**config.mk**
```make
export PLATFORM = sky130hd
export DESIGN_NAME = ept_timer
export DESIGN_NICKNAME = d
export VERILOG_FILES = /design/src/inc/ept_pkg.sv /design/src/hdl/ept_sync.sv /design/src/hdl/ept_timer.sv
export SDC_FILE = /design/constraint.sdc
export NUM_CORES = 1
export LEC_CHECK = 0
export ABC_AREA = 1
export BUFFER_PORTS_ARGS = -buffer_cell sky130_fd_sc_hd__buf_2
export CORE_AREA = 5 5 122 124
export DETAILED_ROUTE_END_ITERATION = 10
export DIE_AREA = 0 0 127 129
export PLACE_DENSITY = 0.54
export SLEW_MARGIN = 30
export SYNTH_ARGS = -nofsm -noshare
export SYNTH_HDL_FRONTEND = slang
export SYNTH_HIERARCHICAL = 1
export SYNTH_SLANG_ARGS = --single-unit
export TNS_END_PERCENT = 50
```
**constraint.sdc**
```tcl
create_clock -name aclk -period 1.6 [get_ports aclk]
set_input_delay 0.08 -clock aclk [delete_from_list [all_inputs] [get_ports aclk]]
set_output_delay 0.08 -clock aclk [all_outputs]
set_load 0.02 [all_outputs]
```
**src/inc/ept_pkg.sv**
```systemverilog
// Package for the prescaled 8-bit down timer: register map, field layout,
// reset values and timing counts.
// Assumes a 32-bit AXI4-Lite register bus with word-aligned registers.
package ept_pkg;

  // ==========================================================
  // Register indices and byte addresses
  localparam int ADDR_W = 12;
  localparam logic [7:0] PRESCALER_IDX = 8'hd2;
  localparam logic [7:0] COUNTER_IDX = 8'hd3;
  localparam logic [7:0] STATUS_CONTROL_IDX = 8'hd4;
  localparam logic [7:0] EVENT_STATUS_IDX = 8'hd5;
  localparam logic [7:0] EVENT_MASK_IDX = 8'hd6;
  localparam logic [ADDR_W-1:0] PRESCALER_ADDR = {2'h0, PRESCALER_IDX, 2'h0};
  localparam logic [ADDR_W-1:0] COUNTER_ADDR = {2'h0, COUNTER_IDX, 2'h0};
  localparam logic [ADDR_W-1:0] STATUS_CONTROL_ADDR = {2'h0, STATUS_CONTROL_IDX, 2'h0};
  localparam logic [ADDR_W-1:0] EVENT_STATUS_ADDR = {2'h0, EVENT_STATUS_IDX, 2'h0};
  localparam logic [ADDR_W-1:0] EVENT_MASK_ADDR = {2'h0, EVENT_MASK_IDX, 2'h0};

  // ==========================================================
  // Widths and reset values
  localparam int PRESC_W = 7;
  localparam int COUNT_W = 8;
  localparam int EVENT_W = 2;
  localparam logic [PRESC_W-1:0] PRESC_MAX = 7'h7f;
  localparam logic [COUNT_W-1:0] COUNT_MAX = 8'hff;
  localparam logic [COUNT_W-1:0] COUNT_ZERO = 8'h00;
  localparam logic [7:0] STATUS_CONTROL_RESET = 8'h00;
  localparam logic [EVENT_W-1:0] EVENT_RESET = 2'h0;

  // Event bit positions in the sticky status and mask registers
  localparam int EVT_UNDERFLOW = 0;
  localparam int EVT_PIN_EDGE = 1;

  // ==========================================================
  // Timing: the prescaler source is the system clock divided by twelve
  localparam int CLK_PERIOD_NS = 10;
  localparam int INT_DIVIDE = 12;

  // AXI response codes
  localparam logic [1:0] RESP_OKAY = 2'h0;
  localparam logic [1:0] RESP_SLVERR = 2'h2;

  // ==========================================================
  // Status/control layout, most significant bit first
  typedef struct packed {
    logic zero_flag;
    logic irq_enable;
    logic pin_direction;
    logic output_data;
    logic prescaler_init;
    logic [2:0] tap_select;
  } ept_ctrl_type;

  // Captured write request
  typedef struct packed {
    logic [ADDR_W-1:0] addr;
    logic [7:0] data;
    logic strb;
  } ept_wreq_type;

  // Operating mode from pin direction and output data
  typedef enum logic [1:0] {
    EPT_EVENT_COUNT = 2'b00,
    EPT_GATED = 2'b01,
    EPT_OUT_LOW = 2'b10,
    EPT_OUT_HIGH = 2'b11
  } ept_mode_type;

endpackage : ept_pkg
```
**src/hdl/ept_sync.sv**
```systemverilog
// Two-stage synchroniser with rising-edge detector for the timer pin.
// Assumes one clock and a synchronous active-low reset.
`timescale 1ns/10ps
module ept_sync (
  input wire logic aclk,
  input wire logic aresetn,
  input wire logic async_in,
  output logic level,
  output logic rise
);

  // ==========================================================
  // Synchroniser
  logic stage1;
  logic stage2;
  logic stage3;

  // Only stage2 reads stage1; the edge detector looks at later stages
  always_ff @(posedge aclk) begin
    if (!aresetn) begin
      stage1 <= 1'b0;
      stage2 <= 1'b0;
      stage3 <= 1'b0;
    end else begin
      stage1 <= async_in;
      stage2 <= stage1;
      stage3 <= stage2;
    end
  end

  // Level and one-cycle rising pulse
  assign level = stage2;
  assign rise = stage2 & ~stage3;

endmodule : ept_sync

```
**src/hdl/ept_timer.sv**
```systemverilog
// Prescaled 8-bit down timer with AXI4-Lite register slave.
// Assumes aclk is the internal clock; the timer pin is external and is
// synchronised here before use.
//
// Chosen here: the AXI4-Lite interface to the registers.
`timescale 1ns/10ps

// Functional notes
// - Underflow from 00h to FFh sets zero flag
// - Interrupt when enable and zero flag set
// - Prescaler reads zero in top bit
// - Counter resets to FFh, always accessible
// - Prescaler resets to 7Fh
// - Status/control resets to all zeros
// - Status/control bit layout fixed
// - Direction bit chooses input or push-pull output
// - Output data latched on flag rise
// - Init bit low forces 7Fh, freezes counter
// - Init bit high lets both run
// - Tap select divides by two to n
// - Prescaler reloads 7Fh at zero
// - Counter decrements per tap, reloads FFh
// - Gated mode counts divided clock while pin high
// - Counter write beats decrement to zero
module ept_timer #(
  parameter int DIVIDE = ept_pkg::INT_DIVIDE
) (
  input wire logic aclk,
  input wire logic aresetn,
  input wire logic [ept_pkg::ADDR_W-1:0] s_axi_awaddr,
  input wire logic s_axi_awvalid,
  output logic s_axi_awready,
  input wire logic [31:0] s_axi_wdata,
  input wire logic [3:0] s_axi_wstrb,
  input wire logic s_axi_wvalid,
  output logic s_axi_wready,
  output logic [1:0] s_axi_bresp,
  output logic s_axi_bvalid,
  input wire logic s_axi_bready,
  input wire logic [ept_pkg::ADDR_W-1:0] s_axi_araddr,
  input wire logic s_axi_arvalid,
  output logic s_axi_arready,
  output logic [31:0] s_axi_rdata,
  output logic [1:0] s_axi_rresp,
  output logic s_axi_rvalid,
  input wire logic s_axi_rready,
  input wire logic timer_pin_in,
  output logic timer_pin_out,
  output logic timer_pin_oe_n,
  output logic irq
);

  // ==========================================================
  // Decode helpers
  // Low bits of the prescaler that must be zero for a counter tick
  function automatic logic [ept_pkg::PRESC_W-1:0] tap_mask(input logic [2:0] sel);
    tap_mask = ept_pkg::PRESC_W'((8'h01 << sel) - 8'h01);
  endfunction : tap_mask

  // Register address match, used by both write and read paths
  function automatic logic addr_is(input logic [ept_pkg::ADDR_W-1:0] a,
                                   input logic [ept_pkg::ADDR_W-1:0] r);
    addr_is = (a == r);
  endfunction : addr_is

  // ==========================================================
  // State
  ept_pkg::ept_ctrl_type ctrl;
  ept_pkg::ept_ctrl_type next_ctrl;
  logic [ept_pkg::PRESC_W-1:0] prescaler;
  logic [ept_pkg::PRESC_W-1:0] next_prescaler;
  logic [ept_pkg::COUNT_W-1:0] counter;
  logic [ept_pkg::COUNT_W-1:0] next_counter;
  logic [ept_pkg::EVENT_W-1:0] event_status;
  logic [ept_pkg::EVENT_W-1:0] next_event_status;
  logic [ept_pkg::EVENT_W-1:0] event_mask;
  logic [3:0] div_count;
  logic flag_prev;
  logic pin_latch;

  // AXI write capture
  ept_pkg::ept_wreq_type wreq;
  logic aw_held;
  logic w_held;

  // ==========================================================
  // Pin synchroniser
  logic pin_level;
  logic pin_rise;

  ept_sync u_sync (
    .aclk(aclk),
    .aresetn(aresetn),
    .async_in(timer_pin_in),
    .level(pin_level),
    .rise(pin_rise)
  );

  // ==========================================================
  // AXI write channel
  wire aw_take = s_axi_awvalid & s_axi_awready;
  wire w_take = s_axi_wvalid & s_axi_wready;
  wire wr_fire = aw_held & w_held & ~s_axi_bvalid;
  wire wr_en = wr_fire & wreq.strb;
  wire wr_psc = wr_en & addr_is(wreq.addr, ept_pkg::PRESCALER_ADDR);
  wire wr_cnt = wr_en & addr_is(wreq.addr, ept_pkg::COUNTER_ADDR);
  wire wr_sc = wr_en & addr_is(wreq.addr, ept_pkg::STATUS_CONTROL_ADDR);
  wire wr_msk = wr_en & addr_is(wreq.addr, ept_pkg::EVENT_MASK_ADDR);
  wire wr_mapped = addr_is(wreq.addr, ept_pkg::PRESCALER_ADDR)
                 | addr_is(wreq.addr, ept_pkg::COUNTER_ADDR)
                 | addr_is(wreq.addr, ept_pkg::STATUS_CONTROL_ADDR)
                 | addr_is(wreq.addr, ept_pkg::EVENT_STATUS_ADDR)
                 | addr_is(wreq.addr, ept_pkg::EVENT_MASK_ADDR);

  // Each channel is taken once, then held until the response drains
  assign s_axi_awready = ~aw_held & ~s_axi_bvalid;
  assign s_axi_wready = ~w_held & ~s_axi_bvalid;

  // Capture address and data independently, in either order
  always_ff @(posedge aclk) begin
    if (!aresetn) begin
      aw_held <= 1'b0;
      w_held <= 1'b0;
      wreq <= '0;
    end else begin
      if (aw_take) begin
        aw_held <= 1'b1;
        wreq.addr <= s_axi_awaddr;
      end else if (wr_fire) begin
        aw_held <= 1'b0;
      end
      if (w_take) begin
        w_held <= 1'b1;
        wreq.data <= s_axi_wdata[7:0];
        wreq.strb <= s_axi_wstrb[0];
      end else if (wr_fire) begin
        w_held <= 1'b0;
      end
    end
  end

  // Write response one cycle after both halves are held
  always_ff @(posedge aclk) begin
    if (!aresetn) begin
      s_axi_bvalid <= 1'b0;
      s_axi_bresp <= ept_pkg::RESP_OKAY;
    end else if (wr_fire) begin
      s_axi_bvalid <= 1'b1;
      s_axi_bresp <= wr_mapped ? ept_pkg::RESP_OKAY : ept_pkg::RESP_SLVERR;
    end else if (s_axi_bready) begin
      s_axi_bvalid <= 1'b0;
    end
  end

  // ==========================================================
  // AXI read channel
  wire ar_take = s_axi_arvalid & s_axi_arready;
  wire rd_psc = addr_is(s_axi_araddr, ept_pkg::PRESCALER_ADDR);
  wire rd_cnt = addr_is(s_axi_araddr, ept_pkg::COUNTER_ADDR);
  wire rd_sc = addr_is(s_axi_araddr, ept_pkg::STATUS_CONTROL_ADDR);
  wire rd_evt = addr_is(s_axi_araddr, ept_pkg::EVENT_STATUS_ADDR);
  wire rd_msk = addr_is(s_axi_araddr, ept_pkg::EVENT_MASK_ADDR);
  wire rd_mapped = rd_psc | rd_cnt | rd_sc | rd_evt | rd_msk;
  wire evt_clear = ar_take & rd_evt;

  // Read data mux; narrow registers sit in the low bits
  logic [7:0] rd_byte;
  assign rd_byte = rd_psc ? {1'b0, prescaler}
                 : rd_cnt ? counter
                 : rd_sc ? ctrl
                 : rd_evt ? {6'h00, event_status}
                 : rd_msk ? {6'h00, event_mask}
                 : 8'h00;

  assign s_axi_arready = ~s_axi_rvalid;

  // Data registered on the address handshake
  always_ff @(posedge aclk) begin
    if (!aresetn) begin
      s_axi_rvalid <= 1'b0;
      s_axi_rdata <= 32'h0000_0000;
      s_axi_rresp <= ept_pkg::RESP_OKAY;
    end else if (ar_take) begin
      s_axi_rvalid <= 1'b1;
      s_axi_rdata <= {24'h00_0000, rd_byte};
      s_axi_rresp <= rd_mapped ? ept_pkg::RESP_OKAY : ept_pkg::RESP_SLVERR;
    end else if (s_axi_rready) begin
      s_axi_rvalid <= 1'b0;
    end
  end

  // ==========================================================
  // Internal clock divided by DIVIDE (twelve by default), as a one-cycle enable
  wire div_pulse = (div_count == 4'(DIVIDE - 1));

  always_ff @(posedge aclk) begin
    if (!aresetn) begin
      div_count <= 4'h0;
    end else begin
      div_count <= div_pulse ? 4'h0 : div_count + 4'h1;
    end
  end

  // ==========================================================
  // Prescaler input selection by mode
  ept_pkg::ept_mode_type mode;
  logic pre_pulse;

  assign mode = ept_pkg::ept_mode_type'({ctrl.pin_direction, ctrl.output_data});

  // Event mode counts pin edges; gated mode needs the pin high
  always_comb begin
    case (mode)
      ept_pkg::EPT_EVENT_COUNT: pre_pulse = pin_rise;
      ept_pkg::EPT_GATED: pre_pulse = div_pulse & pin_level;
      ept_pkg::EPT_OUT_LOW: pre_pulse = div_pulse;
      ept_pkg::EPT_OUT_HIGH: pre_pulse = div_pulse;
      default: pre_pulse = 1'b0;
    endcase
  end

  // ==========================================================
  // Prescaler and counter tick
  wire run = ctrl.prescaler_init;
  wire presc_zero = (prescaler == '0);
  wire tap_hit = ((prescaler & tap_mask(ctrl.tap_select)) == '0);
  wire tick = pre_pulse & run & tap_hit;
  wire cnt_zero = (counter == ept_pkg::COUNT_ZERO);
  wire underflow = tick & cnt_zero & ~wr_cnt;

  // Direct prescaler writes are only honoured while running
  always_comb begin
    if (!run) begin
      next_prescaler = ept_pkg::PRESC_MAX;
    end else if (wr_psc) begin
      next_prescaler = wreq.data[ept_pkg::PRESC_W-1:0];
    end else if (pre_pulse) begin
      next_prescaler = presc_zero ? ept_pkg::PRESC_MAX : prescaler - 7'h01;
    end else begin
      next_prescaler = prescaler;
    end
  end

  // Software write has priority over the decrement
  always_comb begin
    if (wr_cnt) begin
      next_counter = wreq.data;
    end else if (tick) begin
      next_counter = cnt_zero ? ept_pkg::COUNT_MAX : counter - 8'h01;
    end else begin
      next_counter = counter;
    end
  end

  // ==========================================================
  // Status/control next value
  // The flag is set by underflow, a write of 00h to the counter, or a
  // write of one to bit 7; a set in the same cycle as a clear wins.
  wire flag_set = underflow | (wr_cnt & (wreq.data == ept_pkg::COUNT_ZERO))
                | (wr_sc & wreq.data[7]);
  wire flag_clr = wr_sc & ~wreq.data[7];

  always_comb begin
    next_ctrl = ctrl;
    if (wr_sc) begin
      next_ctrl = ept_pkg::ept_ctrl_type'(wreq.data);
    end
    if (flag_set) begin
      next_ctrl.zero_flag = 1'b1;
    end else if (flag_clr) begin
      next_ctrl.zero_flag = 1'b0;
    end else begin
      next_ctrl.zero_flag = ctrl.zero_flag;
    end
  end

  // ==========================================================
  // Sticky events; a new event beats the read clear
  wire [ept_pkg::EVENT_W-1:0] evt_in = {pin_rise & ~ctrl.pin_direction, underflow};

  assign next_event_status = (evt_clear ? '0 : event_status) | evt_in;

  // ==========================================================
  // Registers
  always_ff @(posedge aclk) begin
    if (!aresetn) begin
      prescaler <= ept_pkg::PRESC_MAX;
      counter <= ept_pkg::COUNT_MAX;
      ctrl <= ept_pkg::STATUS_CONTROL_RESET;
      event_status <= ept_pkg::EVENT_RESET;
      event_mask <= ept_pkg::EVENT_RESET;
    end else begin
      prescaler <= next_prescaler;
      counter <= next_counter;
      ctrl <= next_ctrl;
      event_status <= next_event_status;
      if (wr_msk) begin
        event_mask <= wreq.data[ept_pkg::EVENT_W-1:0];
      end
    end
  end

  // ==========================================================
  // Pin output latch
  // Output data is captured only on the flag's rising edge, so later
  // writes to the data bit do not reach the pin until the flag next rises.
  wire flag_rise = ctrl.zero_flag & ~flag_prev;

  always_ff @(posedge aclk) begin
    if (!aresetn) begin
      flag_prev <= 1'b0;
      pin_latch <= 1'b0;
    end else begin
      flag_prev <= ctrl.zero_flag;
      if (flag_rise) begin
        pin_latch <= ctrl.output_data;
      end
    end
  end

  // Push-pull drive in output mode; enable is active low
  assign timer_pin_out = pin_latch;
  assign timer_pin_oe_n = ~ctrl.pin_direction;

  // ==========================================================
  // Interrupt output, registered to keep it glitch free
  wire timer_req = ctrl.irq_enable & ctrl.zero_flag;
  wire evt_req = |(event_status & event_mask);

  always_ff @(posedge aclk) begin
    if (!aresetn) begin
      irq <= 1'b0;
    end else begin
      irq <= timer_req | evt_req;
    end
  end

endmodule : ept_timer

```
======== Word level (Yosys, flattened, before mapping) ========
Index checks and enable logic that the tools add are counted.
operators by class
  add/sub/neg operators ................... 4
  equal/unequal tests ..................... 14
  shifts and indexed selects .............. 1
  mux-type cells .......................... 24
  bitwise operators ....................... 49
  reductions and logical operators ........ 16
operator list
  kind                                                                number
  12-bit by 10-bit == test with 1-bit output, second input constant   10
  8-bit 2-to-1 mux                                                    6
  1-bit AND                                                           25
  7-bit 2-to-1 mux                                                    3
  8-bit logical NOT                                                   2
  7-bit logical NOT                                                   2
  2-bit nonzero test                                                  7
  7-bit by 1-bit subtractor with 7-bit output, second input constant  2
  1-bit bitwise OR                                                    11
  2-bit 2-to-1 mux                                                    5
  1-bit inverter                                                      10
  1-bit 2-to-1 mux                                                    9
  8-bit by 1-bit subtractor with 8-bit output, second input constant  1
  7-bit AND                                                           1
  1-bit by 3-bit left shift with 7-bit output, first input constant   1
  2-bit OR reduction                                                  3
  4-bit by 1-bit adder with 4-bit output, second input constant       1
  2-bit == test, second input constant                                2
  4-bit == test, second input constant                                1
  1-bit case mux with 3 select lines                                  1
  2-bit AND                                                           1
  2-bit by 1-bit == test with 1-bit output, second input constant     1
  2-bit logical NOT                                                   1
  2-bit bitwise OR                                                    1
  2-bit AND reduction                                                 1
storage, ports and cells
  bits in registers ....................... 74
  bits of input ports ..................... 68
  output and inout bits ................... 44
  logic and storage cells ................. 135

======== Longest topological paths before layout ========
  word-level depth ........................ 10
  gate-level depth with buffers ........... 11

======== Cells and area by module ========
Netlist, hierarchy kept.
modules (own cells, without submodules)
  module     instances  cells each  area an instance (um2)  sequential area each (um2)
  ept_timer  1          578         3915.0                  1381.3
  ept_sync   1          11          92.6                    60.1

======== Worst setup path after synthesis ========
Ideal clock, no wire load.
  kind .................................... register -> register
  from .................................... reg s_axi_bvalid
  to ...................................... reg wreq[1] (netlist name)
  arrival time ............................ 1.327 ns
  slack ................................... 0.140 ns
  stages on the path, launching flop included .. 6
  path buffers ............................ 1
  period minus slack after synthesis ...... 1.460 ns
  cells stage by stage .................... dfxtp_1 nor2_1 nand2_1 clkbuf_1 nand2_1 a21oi_1
on the way
  cells in the longest elaborated chain, start to end .. 3
RTL lines
  item                    RTL line          text
  start, declared         ept_timer.sv:38   output logic s_axi_bvalid,
  start signal, assigned  ept_timer.sv:145  s_axi_bvalid <= 1'b0;
  start signal, assigned  ept_timer.sv:148  s_axi_bvalid <= 1'b1;
  start signal, assigned  ept_timer.sv:151  s_axi_bvalid <= 1'b0;
  1-bit inverter          ept_timer.sv:117  assign s_axi_wready = ~w_held & ~s_axi_bvalid;
  1-bit AND               ept_timer.sv:117
  via s_axi_wready        ept_timer.sv:36   output logic s_axi_wready,
  1-bit AND               ept_timer.sv:102  wire w_take = s_axi_wvalid & s_axi_wready;
  end, declared           ept_timer.sv:82   ept_pkg::ept_wreq_type wreq;
The timed path passes the listed nets, and every way through them passes these cells.
A chain may end at the register's enable or synchronous reset.

======== Worst setup path after layout ========
  from .................................... reg div_count[1]
  to ...................................... reg prescaler[6] (netlist name)
on the way
  cells in the longest elaborated chain, start to end .. 4
RTL lines
  item                                   RTL line          text
  start, declared                        ept_timer.sv:77   logic [3:0] div_count;
  start signal, assigned                 ept_timer.sv:200  div_count <= div_pulse ? 4'h0 : div_count + 4'h1;
  4-bit == test *                        ept_timer.sv:194  wire div_pulse = (div_count == 4'(DIVIDE - 1));
  1-bit AND                              ept_timer.sv:215  ept_pkg::EPT_GATED: pre_pulse = div_pulse & pin_level;
  1-bit case mux with 3 select lines *   ept_timer.sv:213  case (mode)
  2-bit nonzero test (no source line) *  n/a
  end signal, assigned                   ept_timer.sv:287  prescaler <= ept_pkg::PRESC_MAX;
  end signal, assigned                   ept_timer.sv:293  prescaler <= next_prescaler;
  end, declared                          ept_timer.sv:70   logic [ept_pkg::PRESC_W-1:0] prescaler;
Every way passes the cells marked *; elsewhere a longest branch is shown, timed or not.

==> flow_summary.toml <==
[routing]
number_of_search_and_repair_iterations_in_the_first_detailed_routing_pass = 5
avgViaCountPerCell = 4.57
vias = 3878
wirelength_um = 10700
route.detailed.drc = 0
detail_route.iter0.violations = 166
antenna_violating_nets_left = 0
routedWlPerCell_um = 12.5

[synth]
syn_area_um2 = 4010
syn-instance-count = 589
synth_warnings = 6
netlist-cell-type-count = 34
sequential_to_total_area_share_from_yosys_stat = 0.360
ys_seq_elements = 72
syn-mean-instance-area_um2 = 6.80

[timing]
setup_viol = 0
max_slew.worst_pin.slew_ps = 574
timing.final.hold_violations = 0
post-route-period-util = 0.936
setup_repair_after_global_routing_missed_its_margin = "true"
fin_crit_ps = 1500
fin_skew_ps = 7.30
tns_ps = 0
finalMaxSlewViolations = 0
fmax_ghz = 0.668
timing.slew.headroom = 0.617

[worst_setup_path]
critical_path.n_buffers_inverters = 2
worst_ep_arrival_time_ps = 1730
timing.critical_path.required_ps = 1830
cpLargestDelayFamily = "compound AO/OA/AOI/OAI gates"
critPathMaxStageDelay_ps = 330
crit_path_max_fanout = 5
setup.worst_path.class = "register to register"
critPathSlowestCell = "sky130_fd_sc_hd__dfxtp_1"
worstPathCellList = "ha_1, nand3_1, o21ai_4, inv_1, nand2_1, inv_1, a21oi_1, nand2_1"
cp-start-kind = "register"
critical_path.endpoint_type = "register"

[global_route]
antenna_violations_before_repair = 0
via_count_of_the_first_global_routing_pass = 3796
grt_max_degree = 33
grt_first_pass_wirelength_um = 17800
track_usage = 0.135
grt_overflow = 0

[final_layout]
n_antenna_cell = 0
post_route_cells_drive_above_1_share = 0.191
area_growth_pct = 21.1
finalCoreUtilization = 0.355
final_net_count = 738

[placement]
placement.io_buffers = 58
place_congestion = 0.873
dp_hpwl_um = 8380

[die]
effective_utilization_at_floorplan = 0.293
die-area_um2 = 16400
boundaryPins = 112
placeable_core_region_um2 = 13700
die_height_um = 129
core.rowCount = 43
dieWidth_um = 127

[clocking]
clk_transition_reported_paths_ps = 60
clkSinkCount = 72
cts_buffers = 9
insertion_delay_ps = 340
cts.htree.levels = 3
cts-root-buf = "sky130_fd_sc_hd__clkbuf_16"
cts.path.max_buffers = 2
tritoncts = "built"

[worst_hold_path]
hold_path.class = "primary input to register"

[power_and_ir_drop]
leakage_power_summed_over_all_cells_nw = 2.39
powerDensity_nw_per_um2 = 929
vdd_ir_drop_max_v = 0.000491

[job]
drv.max_cap_violation_count = 0

[status]
outcome = "complete, no violations"
-- sequential cells by signal, indices dropped and copies added (netlist names) --
register,cells
s_axi_bresp,1
s_axi_rdata,8
u_sync/stage3,1
run,1
w_held,1
u_sync/level,1
u_sync/stage1,1
prescaler,7
div_count,4
aw_held,1
event_status,2
counter,8
event_mask,2
flag_prev,1
wreq,21
s_axi_rvalid,1
ctrl,7
timer_pin_out,1
s_axi_bvalid,1
irq,1
s_axi_rresp,1
-- synth_stat cells (all sizes together) --
cell type  count  area [µm²]
nand2        106         428
inv           85         319
nor2          74         338
dfxtp         72        1440
nand3         66         348
o21ai         64         335
a21oi         38         194
buf           31         240
nand4         12        75.1
a211oi         9        67.6
clkbuf         8        30.0
ha             5        62.6
nor3           4        20.0
xor2           4        35.0
o211ai         3        22.5
a31oi          2        12.5
and2b          1        7.51
clkinv         1        3.75
conb           1        3.75
nand3b         1        7.51
o21a           1        7.51
xnor2          1        8.76
-- cell usage in the layout, fill, tap and decap left out, types with 2 or more instances in the layout --
cell and count:
sky130_fd_sc_hd__a211oi_1 9, sky130_fd_sc_hd__a21oi_1 37, sky130_fd_sc_hd__a31oi_1 2, sky130_fd_sc_hd__buf_2 58
sky130_fd_sc_hd__buf_4 19, sky130_fd_sc_hd__clkbuf_16 9, sky130_fd_sc_hd__clkbuf_8 3, sky130_fd_sc_hd__conb_1 26
sky130_fd_sc_hd__dfxtp_1 72, sky130_fd_sc_hd__dlygate4sd3_1 2, sky130_fd_sc_hd__ha_1 5, sky130_fd_sc_hd__inv_1 81
sky130_fd_sc_hd__inv_2 3, sky130_fd_sc_hd__nand2_1 97, sky130_fd_sc_hd__nand2_2 5, sky130_fd_sc_hd__nand2_4 4
sky130_fd_sc_hd__nand3_1 64, sky130_fd_sc_hd__nand4_1 12, sky130_fd_sc_hd__nor2_1 58, sky130_fd_sc_hd__nor2_2 10
sky130_fd_sc_hd__nor2_4 6, sky130_fd_sc_hd__nor3_1 3, sky130_fd_sc_hd__o211ai_1 3, sky130_fd_sc_hd__o21ai_0 53
sky130_fd_sc_hd__o21ai_1 7, sky130_fd_sc_hd__o21ai_2 3, sky130_fd_sc_hd__xor2_1 4
-- timing repair --
action,4_1_cts,5_1_grt
endpoints found under the setup margin,0,25
setup buffers,0,1
gates resized for setup,0,13
hold buffers,2,0
endpoints found under the hold margin,2,0
-- worst paths after layout --
kind / start / endpoint / slack (ps) / depth (start not counted)
max: div_count[1] / prescaler[6] / 100 / 8
max reg2reg: div_count[1] / prescaler[6] / 100 / 8
min reg2reg: u_sync/stage1 / u_sync/level / 410 / 2
min: s_axi_awaddr[8] / wreq[17] / 10 / 3
-- through the flow --
step	instance area (µm²)	setup WS [ps]	hold slack (ps)	total power (W)	std cells
after floorplan	4100	140	173	0.00233	614
after global placement	4480	79.0	268	0.00245	831
after detailed placement	4480	29.2	267	0.00247	831
after CTS	4810	26.2	7.13	0.00456	848
after global routing	4850	-5.93	30.4	0.00471	849
final	4850	102	11.8	0.00451	849
-- where the power goes --
group	internal, W	switching [W]
combinational	0.000167	0.000335
sequential	0.00188	0.0000538
clock	0.00133	0.000749
-- worst min-delay path, stage by stage --
cell and delay, ps:
sky130_fd_sc_hd__buf_2 70, sky130_fd_sc_hd__o21ai_0 70, sky130_fd_sc_hd__nor2_1 80
-- layer usage --
layer | vias to the layer above | routed length (µm) | track usage | share of wire
met4 | 0 | 167 | 0.0416 | 0.016
li1 | 2018 | - | - | -
met1 | 1739 | 5230 | 0.180 | 0.49
met2 | 107 | 4580 | 0.213 | 0.43
met5 | - | 0 | 0 | 0
met3 | 14 | 672 | 0.0374 | 0.063
-- cells by family after synthesis --
logic type	after synthesis	synth area share
flops	72	0.360
other cells	1	0.000936
simple gates	264	0.305
compound gates	117	0.160
buf+inv	125	0.148
fa+ha+maj	5	0.0156
xor+xnor	5	0.0109
-- area by class of cell --
| type | count | area, µm² |
|---|---|---|
| clock buffers | 13 | 270 |
| inverters | 86 | 325 |
| clock inverters | 2 | 37.5 |
| multi-input cells | 417 | 2100 |
| flip-flops and latches | 72 | 1440 |
| well taps | 180 | 225 |
| fillers | 1492 | 8810 |
| repair buffers | 79 | 453 |
Note: power is estimated with default switching activity, not from simulation.
